## src/design/rxs_map.svh

```systemverilog
`ifndef RXS_MAP_SVH
`define RXS_MAP_SVH

// ----------------------------------------------------------------------------
// Register map
// ----------------------------------------------------------------------------
`define RXS_SYNC_CTRL_ADDR 8'h15
`define RXS_SYNC_CTRL_RESET 8'h00
`define RXS_UNMAPPED_READ 8'h00

// ----------------------------------------------------------------------------
// Field positions of rx_sync_control
// ----------------------------------------------------------------------------
`define RXS_DIS_BIT 7
`define RXS_OVR_MSB 6
`define RXS_OVR_LSB 4
`define RXS_THR_MSB 3
`define RXS_THR_LSB 0

// ----------------------------------------------------------------------------
// Field encodings
// ----------------------------------------------------------------------------
`define RXS_OVR_OFF 3'h0
`define RXS_OVR_ON 3'h6
`define RXS_THR_MAX_SENS 4'h0

// ----------------------------------------------------------------------------
// Threshold step: 3.1 dB in level units of 0.1 dB
// ----------------------------------------------------------------------------
`define RXS_THR_STEP 12'h01f

`endif

```

## src/design/rxs_pkg.sv

```systemverilog
package rxs_pkg;

  // --------------------------------------------------------------------------
  // Receive sequencer states, Gray coded along listen -> header -> body
  // --------------------------------------------------------------------------
  typedef enum logic [1:0] {
    RXS_LISTEN = 2'b00,
    RXS_HEADER = 2'b01,
    RXS_BODY = 2'b11
  } rxs_state_t;

  typedef logic [7:0] rxs_byte_t;
  typedef logic [9:0] rxs_level_t;

endpackage : rxs_pkg

```

## src/design/rxs_level_gate.sv

```systemverilog
`timescale 1ns/1ps
`default_nettype none
`include "rxs_map.svh"

module rxs_level_gate
  import rxs_pkg::*;
(
  input wire logic [3:0] thr_i,
  input wire rxs_level_t rssi_i,
  input wire rxs_level_t floor_i,
  output logic pass_o
);

  logic [11:0] limit;

  // Limit is floor + 3.1 dB * (N - 1); only used when N is nonzero
  always_comb begin
    limit = {2'h0, floor_i} + `RXS_THR_STEP * {8'h00, thr_i - 4'h1};
    if (thr_i == `RXS_THR_MAX_SENS) begin
      pass_o = 1'b1;
    end else begin
      pass_o = ({2'h0, rssi_i} > limit);
    end
  end

endmodule : rxs_level_gate
`default_nettype wire

```

## src/design/rxs_sync_ctrl.sv

```systemverilog
// Overview of operation
// - Disable bit 7 set: no new frame accepted, even while listening.
// - Setting disable bit during a frame leaves that frame to finish normally.
// - Disable bit blocks reception whatever the threshold field holds.
// - Override select bits 6:4 equal to 0 disables all override functions.
// - Override select 6 enables interferer scan, 9dB energy and link-quality checks; code checks only INTERFERER_I and LINK_QUALITY_BAD_I, no energy.
// - Override on: invalid frame or strong interferer abandons frame, restarts sync.
// - Override off: every frame decoded to full header-given length.
// - Frame abandoned by resynchronisation raises no frame-end event.
// - Override works for every modulation and data rate alike.
// - Threshold N nonzero rejects frames below floor plus 3.1dB times (N-1).
// - Threshold 0 receives every frame with valid headers, any strength.
// - While disabled, stay listening and detect no header until cleared.
// - Signal below threshold does not start demodulation.
`timescale 1ns/1ps
`default_nettype none
`include "rxs_map.svh"

module rxs_sync_ctrl
  import rxs_pkg::*;
(
  input wire logic CLOCK_I,
  input wire logic SYS_RST_I,
  input wire logic CE_I,
  input wire rxs_byte_t REG_ADDR_I,
  input wire rxs_byte_t REG_WDATA_I,
  input wire logic REG_WE_I,
  input wire logic REG_RE_I,
  output rxs_byte_t REG_RDATA_O,
  input wire logic LISTEN_STATE_I,
  input wire logic SHR_DETECT_I,
  input wire rxs_level_t RSSI_I,
  input wire rxs_level_t RSSI_FLOOR_VALUE_I,
  input wire logic PHR_VALID_I,
  input wire logic [6:0] PHR_LENGTH_I,
  input wire logic OCTET_STROBE_I,
  input wire logic INTERFERER_I,
  input wire logic LINK_QUALITY_BAD_I,
  output logic DEMOD_START_O,
  output logic BUSY_RX_O,
  output logic FRAME_END_EVENT_O,
  output logic RESYNC_O,
  output logic OVERRIDE_ACTIVE_O
);

  rxs_byte_t rx_sync_control;
  rxs_state_t state;
  logic [6:0] frame_len;
  logic [6:0] octet_cnt;
  logic level_pass;
  logic sync_detect_disable;
  logic [2:0] override_sel;
  logic [3:0] sensitivity_threshold;
  logic override_on;
  logic in_frame;
  logic abort;
  logic accept;
  logic last_octet;

  // --------------------------------------------------------------------------
  // Register access
  // --------------------------------------------------------------------------
  always_ff @(posedge CLOCK_I or posedge SYS_RST_I) begin
    if (SYS_RST_I) begin
      rx_sync_control <= `RXS_SYNC_CTRL_RESET;
    end else if (CE_I && REG_WE_I && REG_ADDR_I == `RXS_SYNC_CTRL_ADDR) begin
      // Reserved override codes are stored as written; the decode below ignores them
      rx_sync_control <= REG_WDATA_I;
    end
  end

  always_ff @(posedge CLOCK_I or posedge SYS_RST_I) begin
    if (SYS_RST_I) begin
      REG_RDATA_O <= `RXS_UNMAPPED_READ;
    end else if (CE_I && REG_RE_I) begin
      if (REG_ADDR_I == `RXS_SYNC_CTRL_ADDR) begin
        REG_RDATA_O <= rx_sync_control;
      end else begin
        REG_RDATA_O <= `RXS_UNMAPPED_READ;
      end
    end
  end

  assign sync_detect_disable = rx_sync_control[`RXS_DIS_BIT];
  assign override_sel = rx_sync_control[`RXS_OVR_MSB:`RXS_OVR_LSB];
  assign sensitivity_threshold = rx_sync_control[`RXS_THR_MSB:`RXS_THR_LSB];

  // Only the one documented code turns the checks on; reserved codes act as off.
  // The checks do not look at modulation or rate, so they apply to all of them.
  assign override_on = (override_sel == `RXS_OVR_ON);

  // --------------------------------------------------------------------------
  // Header acceptance
  // --------------------------------------------------------------------------
  rxs_level_gate u_level_gate (
    .thr_i(sensitivity_threshold),
    .rssi_i(RSSI_I),
    .floor_i(RSSI_FLOOR_VALUE_I),
    .pass_o(level_pass)
  );

  // Disable wins over any threshold value
  assign accept = (state == RXS_LISTEN) && LISTEN_STATE_I && SHR_DETECT_I
                  && !sync_detect_disable && level_pass;

  // --------------------------------------------------------------------------
  // Frame sequencer
  // --------------------------------------------------------------------------
  assign in_frame = (state != RXS_LISTEN);
  assign abort = override_on && in_frame && (INTERFERER_I || LINK_QUALITY_BAD_I);
  assign last_octet = (state == RXS_BODY) && OCTET_STROBE_I && (octet_cnt == frame_len - 7'h01);

  // The disable bit is not looked at once a frame is under way
  always_ff @(posedge CLOCK_I or posedge SYS_RST_I) begin
    if (SYS_RST_I) begin
      state <= RXS_LISTEN;
    end else if (CE_I) begin
      case (state)
        RXS_LISTEN: begin
          if (accept) begin
            state <= RXS_HEADER;
          end
        end
        RXS_HEADER: begin
          if (abort) begin
            state <= RXS_LISTEN;
          end else if (PHR_VALID_I) begin
            if (PHR_LENGTH_I == 7'h00) begin
              state <= RXS_LISTEN;
            end else begin
              state <= RXS_BODY;
            end
          end
        end
        RXS_BODY: begin
          if (abort) begin
            state <= RXS_LISTEN;
          end else if (last_octet) begin
            state <= RXS_LISTEN;
          end
        end
        default: begin
          state <= RXS_LISTEN;
        end
      endcase
    end
  end

  always_ff @(posedge CLOCK_I or posedge SYS_RST_I) begin
    if (SYS_RST_I) begin
      frame_len <= 7'h00;
      octet_cnt <= 7'h00;
    end else if (CE_I) begin
      if (state == RXS_HEADER && PHR_VALID_I) begin
        frame_len <= PHR_LENGTH_I;
        octet_cnt <= 7'h00;
      end else if (state == RXS_BODY && OCTET_STROBE_I) begin
        octet_cnt <= octet_cnt + 7'h01;
      end
    end
  end

  // --------------------------------------------------------------------------
  // Event and status outputs
  // --------------------------------------------------------------------------
  always_ff @(posedge CLOCK_I or posedge SYS_RST_I) begin
    if (SYS_RST_I) begin
      DEMOD_START_O <= 1'b0;
      FRAME_END_EVENT_O <= 1'b0;
      RESYNC_O <= 1'b0;
    end else if (CE_I) begin
      DEMOD_START_O <= accept;
      // An aborted frame never reports its end
      FRAME_END_EVENT_O <= !abort && (last_octet
                           || (state == RXS_HEADER && PHR_VALID_I && PHR_LENGTH_I == 7'h00));
      RESYNC_O <= abort;
    end
  end

  always_ff @(posedge CLOCK_I or posedge SYS_RST_I) begin
    if (SYS_RST_I) begin
      BUSY_RX_O <= 1'b0;
      OVERRIDE_ACTIVE_O <= 1'b0;
    end else if (CE_I) begin
      BUSY_RX_O <= accept || (in_frame && !abort && !last_octet
                   && !(state == RXS_HEADER && PHR_VALID_I && PHR_LENGTH_I == 7'h00));
      OVERRIDE_ACTIVE_O <= override_on;
    end
  end
endmodule : rxs_sync_ctrl
`default_nettype wire

```

## config.mk

```make
export PLATFORM = sky130hd
export DESIGN_NAME = rxs_sync_ctrl
export DESIGN_NICKNAME = d
export VERILOG_FILES = /design/src/design/rxs_pkg.sv /design/src/design/rxs_level_gate.sv /design/src/design/rxs_sync_ctrl.sv
export VERILOG_INCLUDE_DIRS = /design/src /design/src/design
export SDC_FILE = /design/constraint.sdc
export NUM_CORES = 1
export LEC_CHECK = 0
export ABC_AREA = 1
export BUFFER_PORTS_ARGS = -buffer_cell sky130_fd_sc_hd__buf_2
export CAP_MARGIN = 20
export CORE_UTILIZATION = 36
export CTS_CLUSTER_DIAMETER = 150
export CTS_CLUSTER_SIZE = 30
export DETAILED_ROUTE_END_ITERATION = 16
export HOLD_SLACK_MARGIN = 0.15
export PLACE_DENSITY = 0.61
export SKIP_LAST_GASP = 1
export SYNTH_ARGS = -nofsm -noshare
export SYNTH_HDL_FRONTEND = slang
export SYNTH_SLANG_ARGS = --single-unit
```

## constraint.sdc

```tcl
create_clock -name CLOCK_I -period 13.45 [get_ports CLOCK_I]
set_clock_uncertainty 0.15 [all_clocks]
set_input_delay 1.345 -clock CLOCK_I [delete_from_list [all_inputs] [get_ports CLOCK_I]]
set_output_delay 1.345 -clock CLOCK_I [all_outputs]
set_load 0.05 [all_outputs]
```

**After elaboration in Yosys (flattened, before gate mapping)**

Index checks and enable logic that the tools add are counted.

- Input port bits: 54
- Logic and storage cells: 67
- Register bits after elaboration: 37
- Output and inout port bits: 13

- Add/sub/neg operators: 4
- Reduce and logical (&&, ||, !) cells: 32
- Order comparisons: 1
- Mux-type cells: 11
- Multiply operators: 1
- Equal/unequal tests: 8

Operators by type and width:

| operator | count |
|---|---|
| 1-bit logical AND | 17 |
| 7-bit 2-to-1 mux | 2 |
| 10-bit by 12-bit greater-than comparator with 1-bit output | 1 |
| 2-bit 2-to-1 mux | 6 |
| 10-bit by 9-bit adder with 11-bit output | 1 |
| 5-bit by 4-bit multiplier with 9-bit output (first input constant) | 1 |
| 8-bit by 5-bit == test with 1-bit output (second input constant) | 1 |
| 8-bit 2-to-1 mux | 1 |
| 7-bit by 1-bit adder with 7-bit output (second input constant) | 1 |
| 7-bit == test | 1 |
| 7-bit logical NOT | 1 |
| 7-bit by 1-bit subtractor with 7-bit output (second input constant) | 1 |
| 3-bit inequality test (second input constant) | 2 |
| 2-bit one-hot mux with 3 select lines | 1 |
| 1-bit logical NOT | 4 |
| 4-bit logical NOT | 1 |
| 2-bit AND reduction | 2 |
| 4-bit AND reduction | 1 |
| 2-bit nonzero test | 2 |
| 4-bit by 1-bit subtractor with 4-bit output (second input constant) | 1 |
| 3-bit == test (second input constant) | 1 |
| 1-bit logical OR | 3 |
| 2-bit by 1-bit == test with 1-bit output (second input constant) | 1 |
| 2-bit == test (second input constant) | 1 |
| 3 further kinds | 3 |

**Logic depth before layout (Yosys ltp)**

- Word-level depth: 8
- Depth in mapped cells: 34
- Gate-level depth less buffers: 34

**By module**

A second synthesis with hierarchy kept.

- Cells, all modules: 421
- Area, all modules: 3,195.6 sq um

By module, submodules not included:

| module | seq. area each (sq um) | cells each | times used | area each (sq um) |
|---|---|---|---|---|
| rxs_sync_ctrl | 925.9 | 266 | 1 | 2,026.9 |
| rxs_level_gate | 0.0 | 155 | 1 | 1,168.6 |

**Least setup slack after synthesis**

Ideal clock, no wire load.

- Kind: register to register
- From: register rx_sync_control[0]
- To: register state[1]
- Period minus slack after synthesis: 5.226 ns
- Buffers on the path: 0
- Setup time: 0.117 ns
- Data arrival time: 4.959 ns
- Path slack: 8.224 ns
- Data required time: 13.183 ns
- Stages on the path, launching flop included: 31
- Cells stage by stage: dfrtp_1 > inv_1 > ha_1 > xnor2_1 > fa_1 > inv_1 > fa_1 > fa_1 > inv_1 > ha_1 > nand2_1 > o21ai_0 > nand2_1 > nand2_1 > a21oi_1 > o21ai_0 > nand2_1 > nand3b_1 > nand2_1 > ha_1 > nand2_1 > nor3_1 > a21oi_1 > nand2_1 > inv_1 > nand2_1 > nand2_1 > nand2_1 > nand2_1 > nand3_1 > nand2_1

- Word-level cells in the longest chain between the ends: 8
- Elaborated cells between the ends (all ways): 9
- Classes of those cells: add/sub: 2; mul: 1; order compare: 1; eq/ne: 1; mux: 1; reduce/logical: 3

Ends and longest elaborated chain:

| what | line | source |
|---|---|---|
| start, declared | rxs_sync_ctrl.sv:46 | `rxs_byte_t rx_sync_control;` |
| start signal, assigned | rxs_sync_ctrl.sv:65 | `` rx_sync_control <= `RXS_SYNC_CTRL_RESET; `` |
| 4-bit by 1-bit subtractor with 4-bit output | rxs_level_gate.sv:18 | `` limit = {2'h0, floor_i} + `RXS_THR_STEP * {8'h00, thr_i - 4'h1}; `` |
| 5-bit by 4-bit multiplier with 9-bit output (no line) | - |  |
| 10-bit by 9-bit adder with 11-bit output | rxs_level_gate.sv:18 |  |
| 10-bit by 12-bit greater-than comparator with 1-bit output | rxs_level_gate.sv:22 | `pass_o = ({2'h0, rssi_i} > limit);` |
| 1-bit 2-to-1 mux * | rxs_level_gate.sv:19 | `` if (thr_i == `RXS_THR_MAX_SENS) begin `` |
| 1-bit logical AND * | rxs_sync_ctrl.sv:104 | `&& !sync_detect_disable && level_pass;` |
| 2-bit inequality test (no line) * | - |  |
| 4-bit AND reduction (no line) * | - |  |
| end signal, assigned | rxs_sync_ctrl.sv:116 | `state <= RXS_LISTEN;` |
| end signal, assigned | rxs_sync_ctrl.sv:121 | `state <= RXS_HEADER;` |
| end signal, assigned | rxs_sync_ctrl.sv:126 | `state <= RXS_LISTEN;` |
| end, declared | rxs_sync_ctrl.sv:47 | `rxs_state_t state;` |

Every way passes the cells marked *; elsewhere a longest branch is shown, timed or not.
A chain may end at the register's enable or synchronous reset.

**Worst setup path after layout**

Ends and elaborated chain as after synthesis.

==> run metrics <==
Startpoint Class=flop; clk sinks=37; die height=93.5 µm; hold buffers post-CTS=0; crit-path leading delay family=adder cells; Worst EP arrival=5.84 ns; row cnt=33; ys flop type=dfrtp_1; Post-DP HPWL=5270 µm; Comb power frac=54.0%; layout cell share with drive strength beyond 1=21.4%; Ys Warns=0; Die ar.=0.00875 mm²; Antenna Nets Post-Route=0; final wirelength=6340 µm; status=finished, final reports clean; Hold Path Class=reg -> reg; total gr overflow=0; final worst-path cycle share=42.9%; Sum Neg Setup Slack=0 ns; Worst slew margin=63.5%; crit path kind=reg -> reg; crit path from=rx_sync_control[0]; Clock Tree Buf Depth=2; EDFF count, synth=0; Static Leak=1.96 nW; Hold Startpoint=REG_RDATA_O[4]; PwrDens=148 mW/mm²; Peak Freq=173 MHz; RSZ-0062 raised after global routing=false; Avg Vias per Cell=4.57; Post-Syn Area=0.00302 mm²; global-route wire length before repair=11100 µm; Clk Latency, worst-skew pair=0.29 ns; final hold vios=0; Ports=67; sequential cell area fraction in the yosys report=30.7%; max-cap viol count=0; CTS tree=built; Crit. End Element=flop; CTS H-tree lvls=2; FFs w/ async S/R, synth=100%; Tot Pwr=0.528 mW; Die X=93.5 µm; setup bufs post-CTS=0; CTS clk-pin slew, worst paths=0.08 ns; CP required=13.52 ns; min Tclk post-route=5.77 ns; Worst-Margin Slew=0.546 ns; clock share of power=17.6%; initial core utilization=36.9%; Num CTS Buffers=5; # resized after CTS=0; Ant. Diodes=0; commonest cells after routing, fill and taps aside=nand2_1 (97), buf_2 (66), inv_1 (64), dfrtp_1 (37), ha_1 (36); Synth-to-Final Area Change=18.5%; Final Max Slew Viols=0; Flop pwr share=28.3%; Setup-failing EPs final=0; first drt pass iteration count=4; port buffer count=66; syn nets=478; Net Sw Power=0.225 mW; RR Startpoint=rx_sync_control[0]; final instance area=0.00357 mm²; commonest non-fill, non-tap cell in the layout=nand2_1; placed instance area=0.00347 mm²; Synth Area per Inst=8.00 µm²; Slowest Stage Delay on Critical Path=0.58 ns; vias=2529; area of the core=0.00818 mm²; nets@finish=549; CTS root buf=clkbuf_8; cell internal pwr=0.303 mW; Critical Path Slowest Stage Cell=fa_1; initial antenna violation count=0; most used cell, CP=nand2_1; vias in the first global route=2449; sw frac=42.6%; Avg WL per Cell=11.5 µm; worst-path fanout max=6; GRT Util Overall=16.1%; VDD IR max=0.0747 mV; Placer Congestion=0.850; #FFs+latches synth=37; pin count of the biggest net entering global routing=38; DRC=0; drt initial violations=87; Netlist cell types=32; Cells after Synth=377; Buf/Inv on CP=4
[through the flow]
step	hold WS [ns]	util [%]	setup slack [ns]	cells
3_3_place_gp	0.317	42.5	7.86	546
2_1_floorplan	0.309	-	8.22	377
4_1_cts	0.343	43.7	7.64	553
6_report	0.336	43.7	7.68	553
5_1_grt	0.352	43.7	7.11	553
3_5_place_dp	0.324	42.5	7.65	546
[synth_stat cells, types with 2 or more instances]
cell type | n | area (µm²)
inv_1 | 64 | 240
nand2_1 | 97 | 364
nand3_1 | 14 | 70.1
o21ai_0 | 22 | 110
xnor2_1 | 6 | 52.6
xor2_1 | 9 | 78.8
ha_1 | 36 | 450
nor2_2 | 5 | 31.3
o21a_1 | 2 | 15.0
nor2_4 | 2 | 22.5
nor2_1 | 22 | 82.6
o21ai_1 | 2 | 10.0
nor4_1 | 2 | 12.5
a21o_1 | 2 | 15.0
mux2_2 | 8 | 90.1
o31ai_1 | 4 | 30.0
nand3b_1 | 2 | 15.0
inv_2 | 2 | 7.51
dfrtp_1 | 37 | 926
nor3_1 | 3 | 15.0
nand4_1 | 3 | 18.8
clkbuf_1 | 2 | 7.51
a21oi_1 | 12 | 60.1
fa_1 | 11 | 220
[power groups by stage]
stage	Combinational [mW]	Sequential, mW	Clock [mW]
after detailed placement	0.286	0.152	0
after CTS	0.288	0.150	0.0959
after global routing	0.337	0.153	0.101
after floorplan	0.224	0.156	0
final	0.285	0.150	0.0931
after global placement	0.281	0.152	0
[state kept, by name (all words and copies together) (netlist names)]
name and flops:
REG_RDATA_O 8, OVERRIDE_ACTIVE_O 1, BUSY_RX_O 1, DEMOD_START_O 1
octet_cnt 7, FRAME_END_EVENT_O 1, state 2, RESYNC_O 1
frame_len 7, rx_sync_control 8
[cells by family after synthesis]
family | Yosys count | synth area share, %
AO/OA/AOI/OAI | 45 | 8.17
adder cells (fa/ha/maj) | 47 | 22.2
buffers and inverters | 69 | 8.71
flip-flops | 37 | 30.7
AND/OR/NAND/NOR | 156 | 22.9
XOR/XNOR | 15 | 4.36
multiplexers | 8 | 2.99
[worst reg2reg max path: cells and delay by family, from the launching register on]
| kind | cells | cell delay (ns) |
|---|---|---|
| DFF | 1 | 0.49 |
| and+or+nand+nor | 16 | 1.28 |
| adders and majority gates | 6 | 2.41 |
| buffers and inverters | 4 | 0.38 |
| AOI/OAI and AO/OA | 4 | 0.60 |
| xor gates and xnor gates | 1 | 0.41 |
[final cells by class]
cell class                 instances  area (µm²)
sequential                        37         926
multi-input combinational        271        1830
clock inverter                     2        35.0
fill                             860        4600
tap                              105         131
clock buffer                       5        68.8
inverter                          66         248
timing repair buffer              67         338
[worst paths after layout]
| check | endpoint | slack [ns] | depth (start not counted) |
|---|---|---|---|
| max | state[1] | 7.68 | 31 |
| min | REG_RDATA_O[4] | 0.34 | 2 |
| max reg2reg | state[1] | 7.68 | 31 |
| min reg2reg | REG_RDATA_O[4] | 0.34 | 2 |
| max in group asynchronous | octet_cnt[1] | 11.81 | 3 |
| min in group asynchronous | frame_len[3] | 1.01 | 3 |
[layer usage]
layer / share of wire [%] / global-route usage (%)
met4: 0.52 / 3.08
met2: 45 / 25.0
met1: 50 / 23.1
met3: 3.6 / 3.50
met5: 0 / 0
Power figures use the tool's default switching activity.
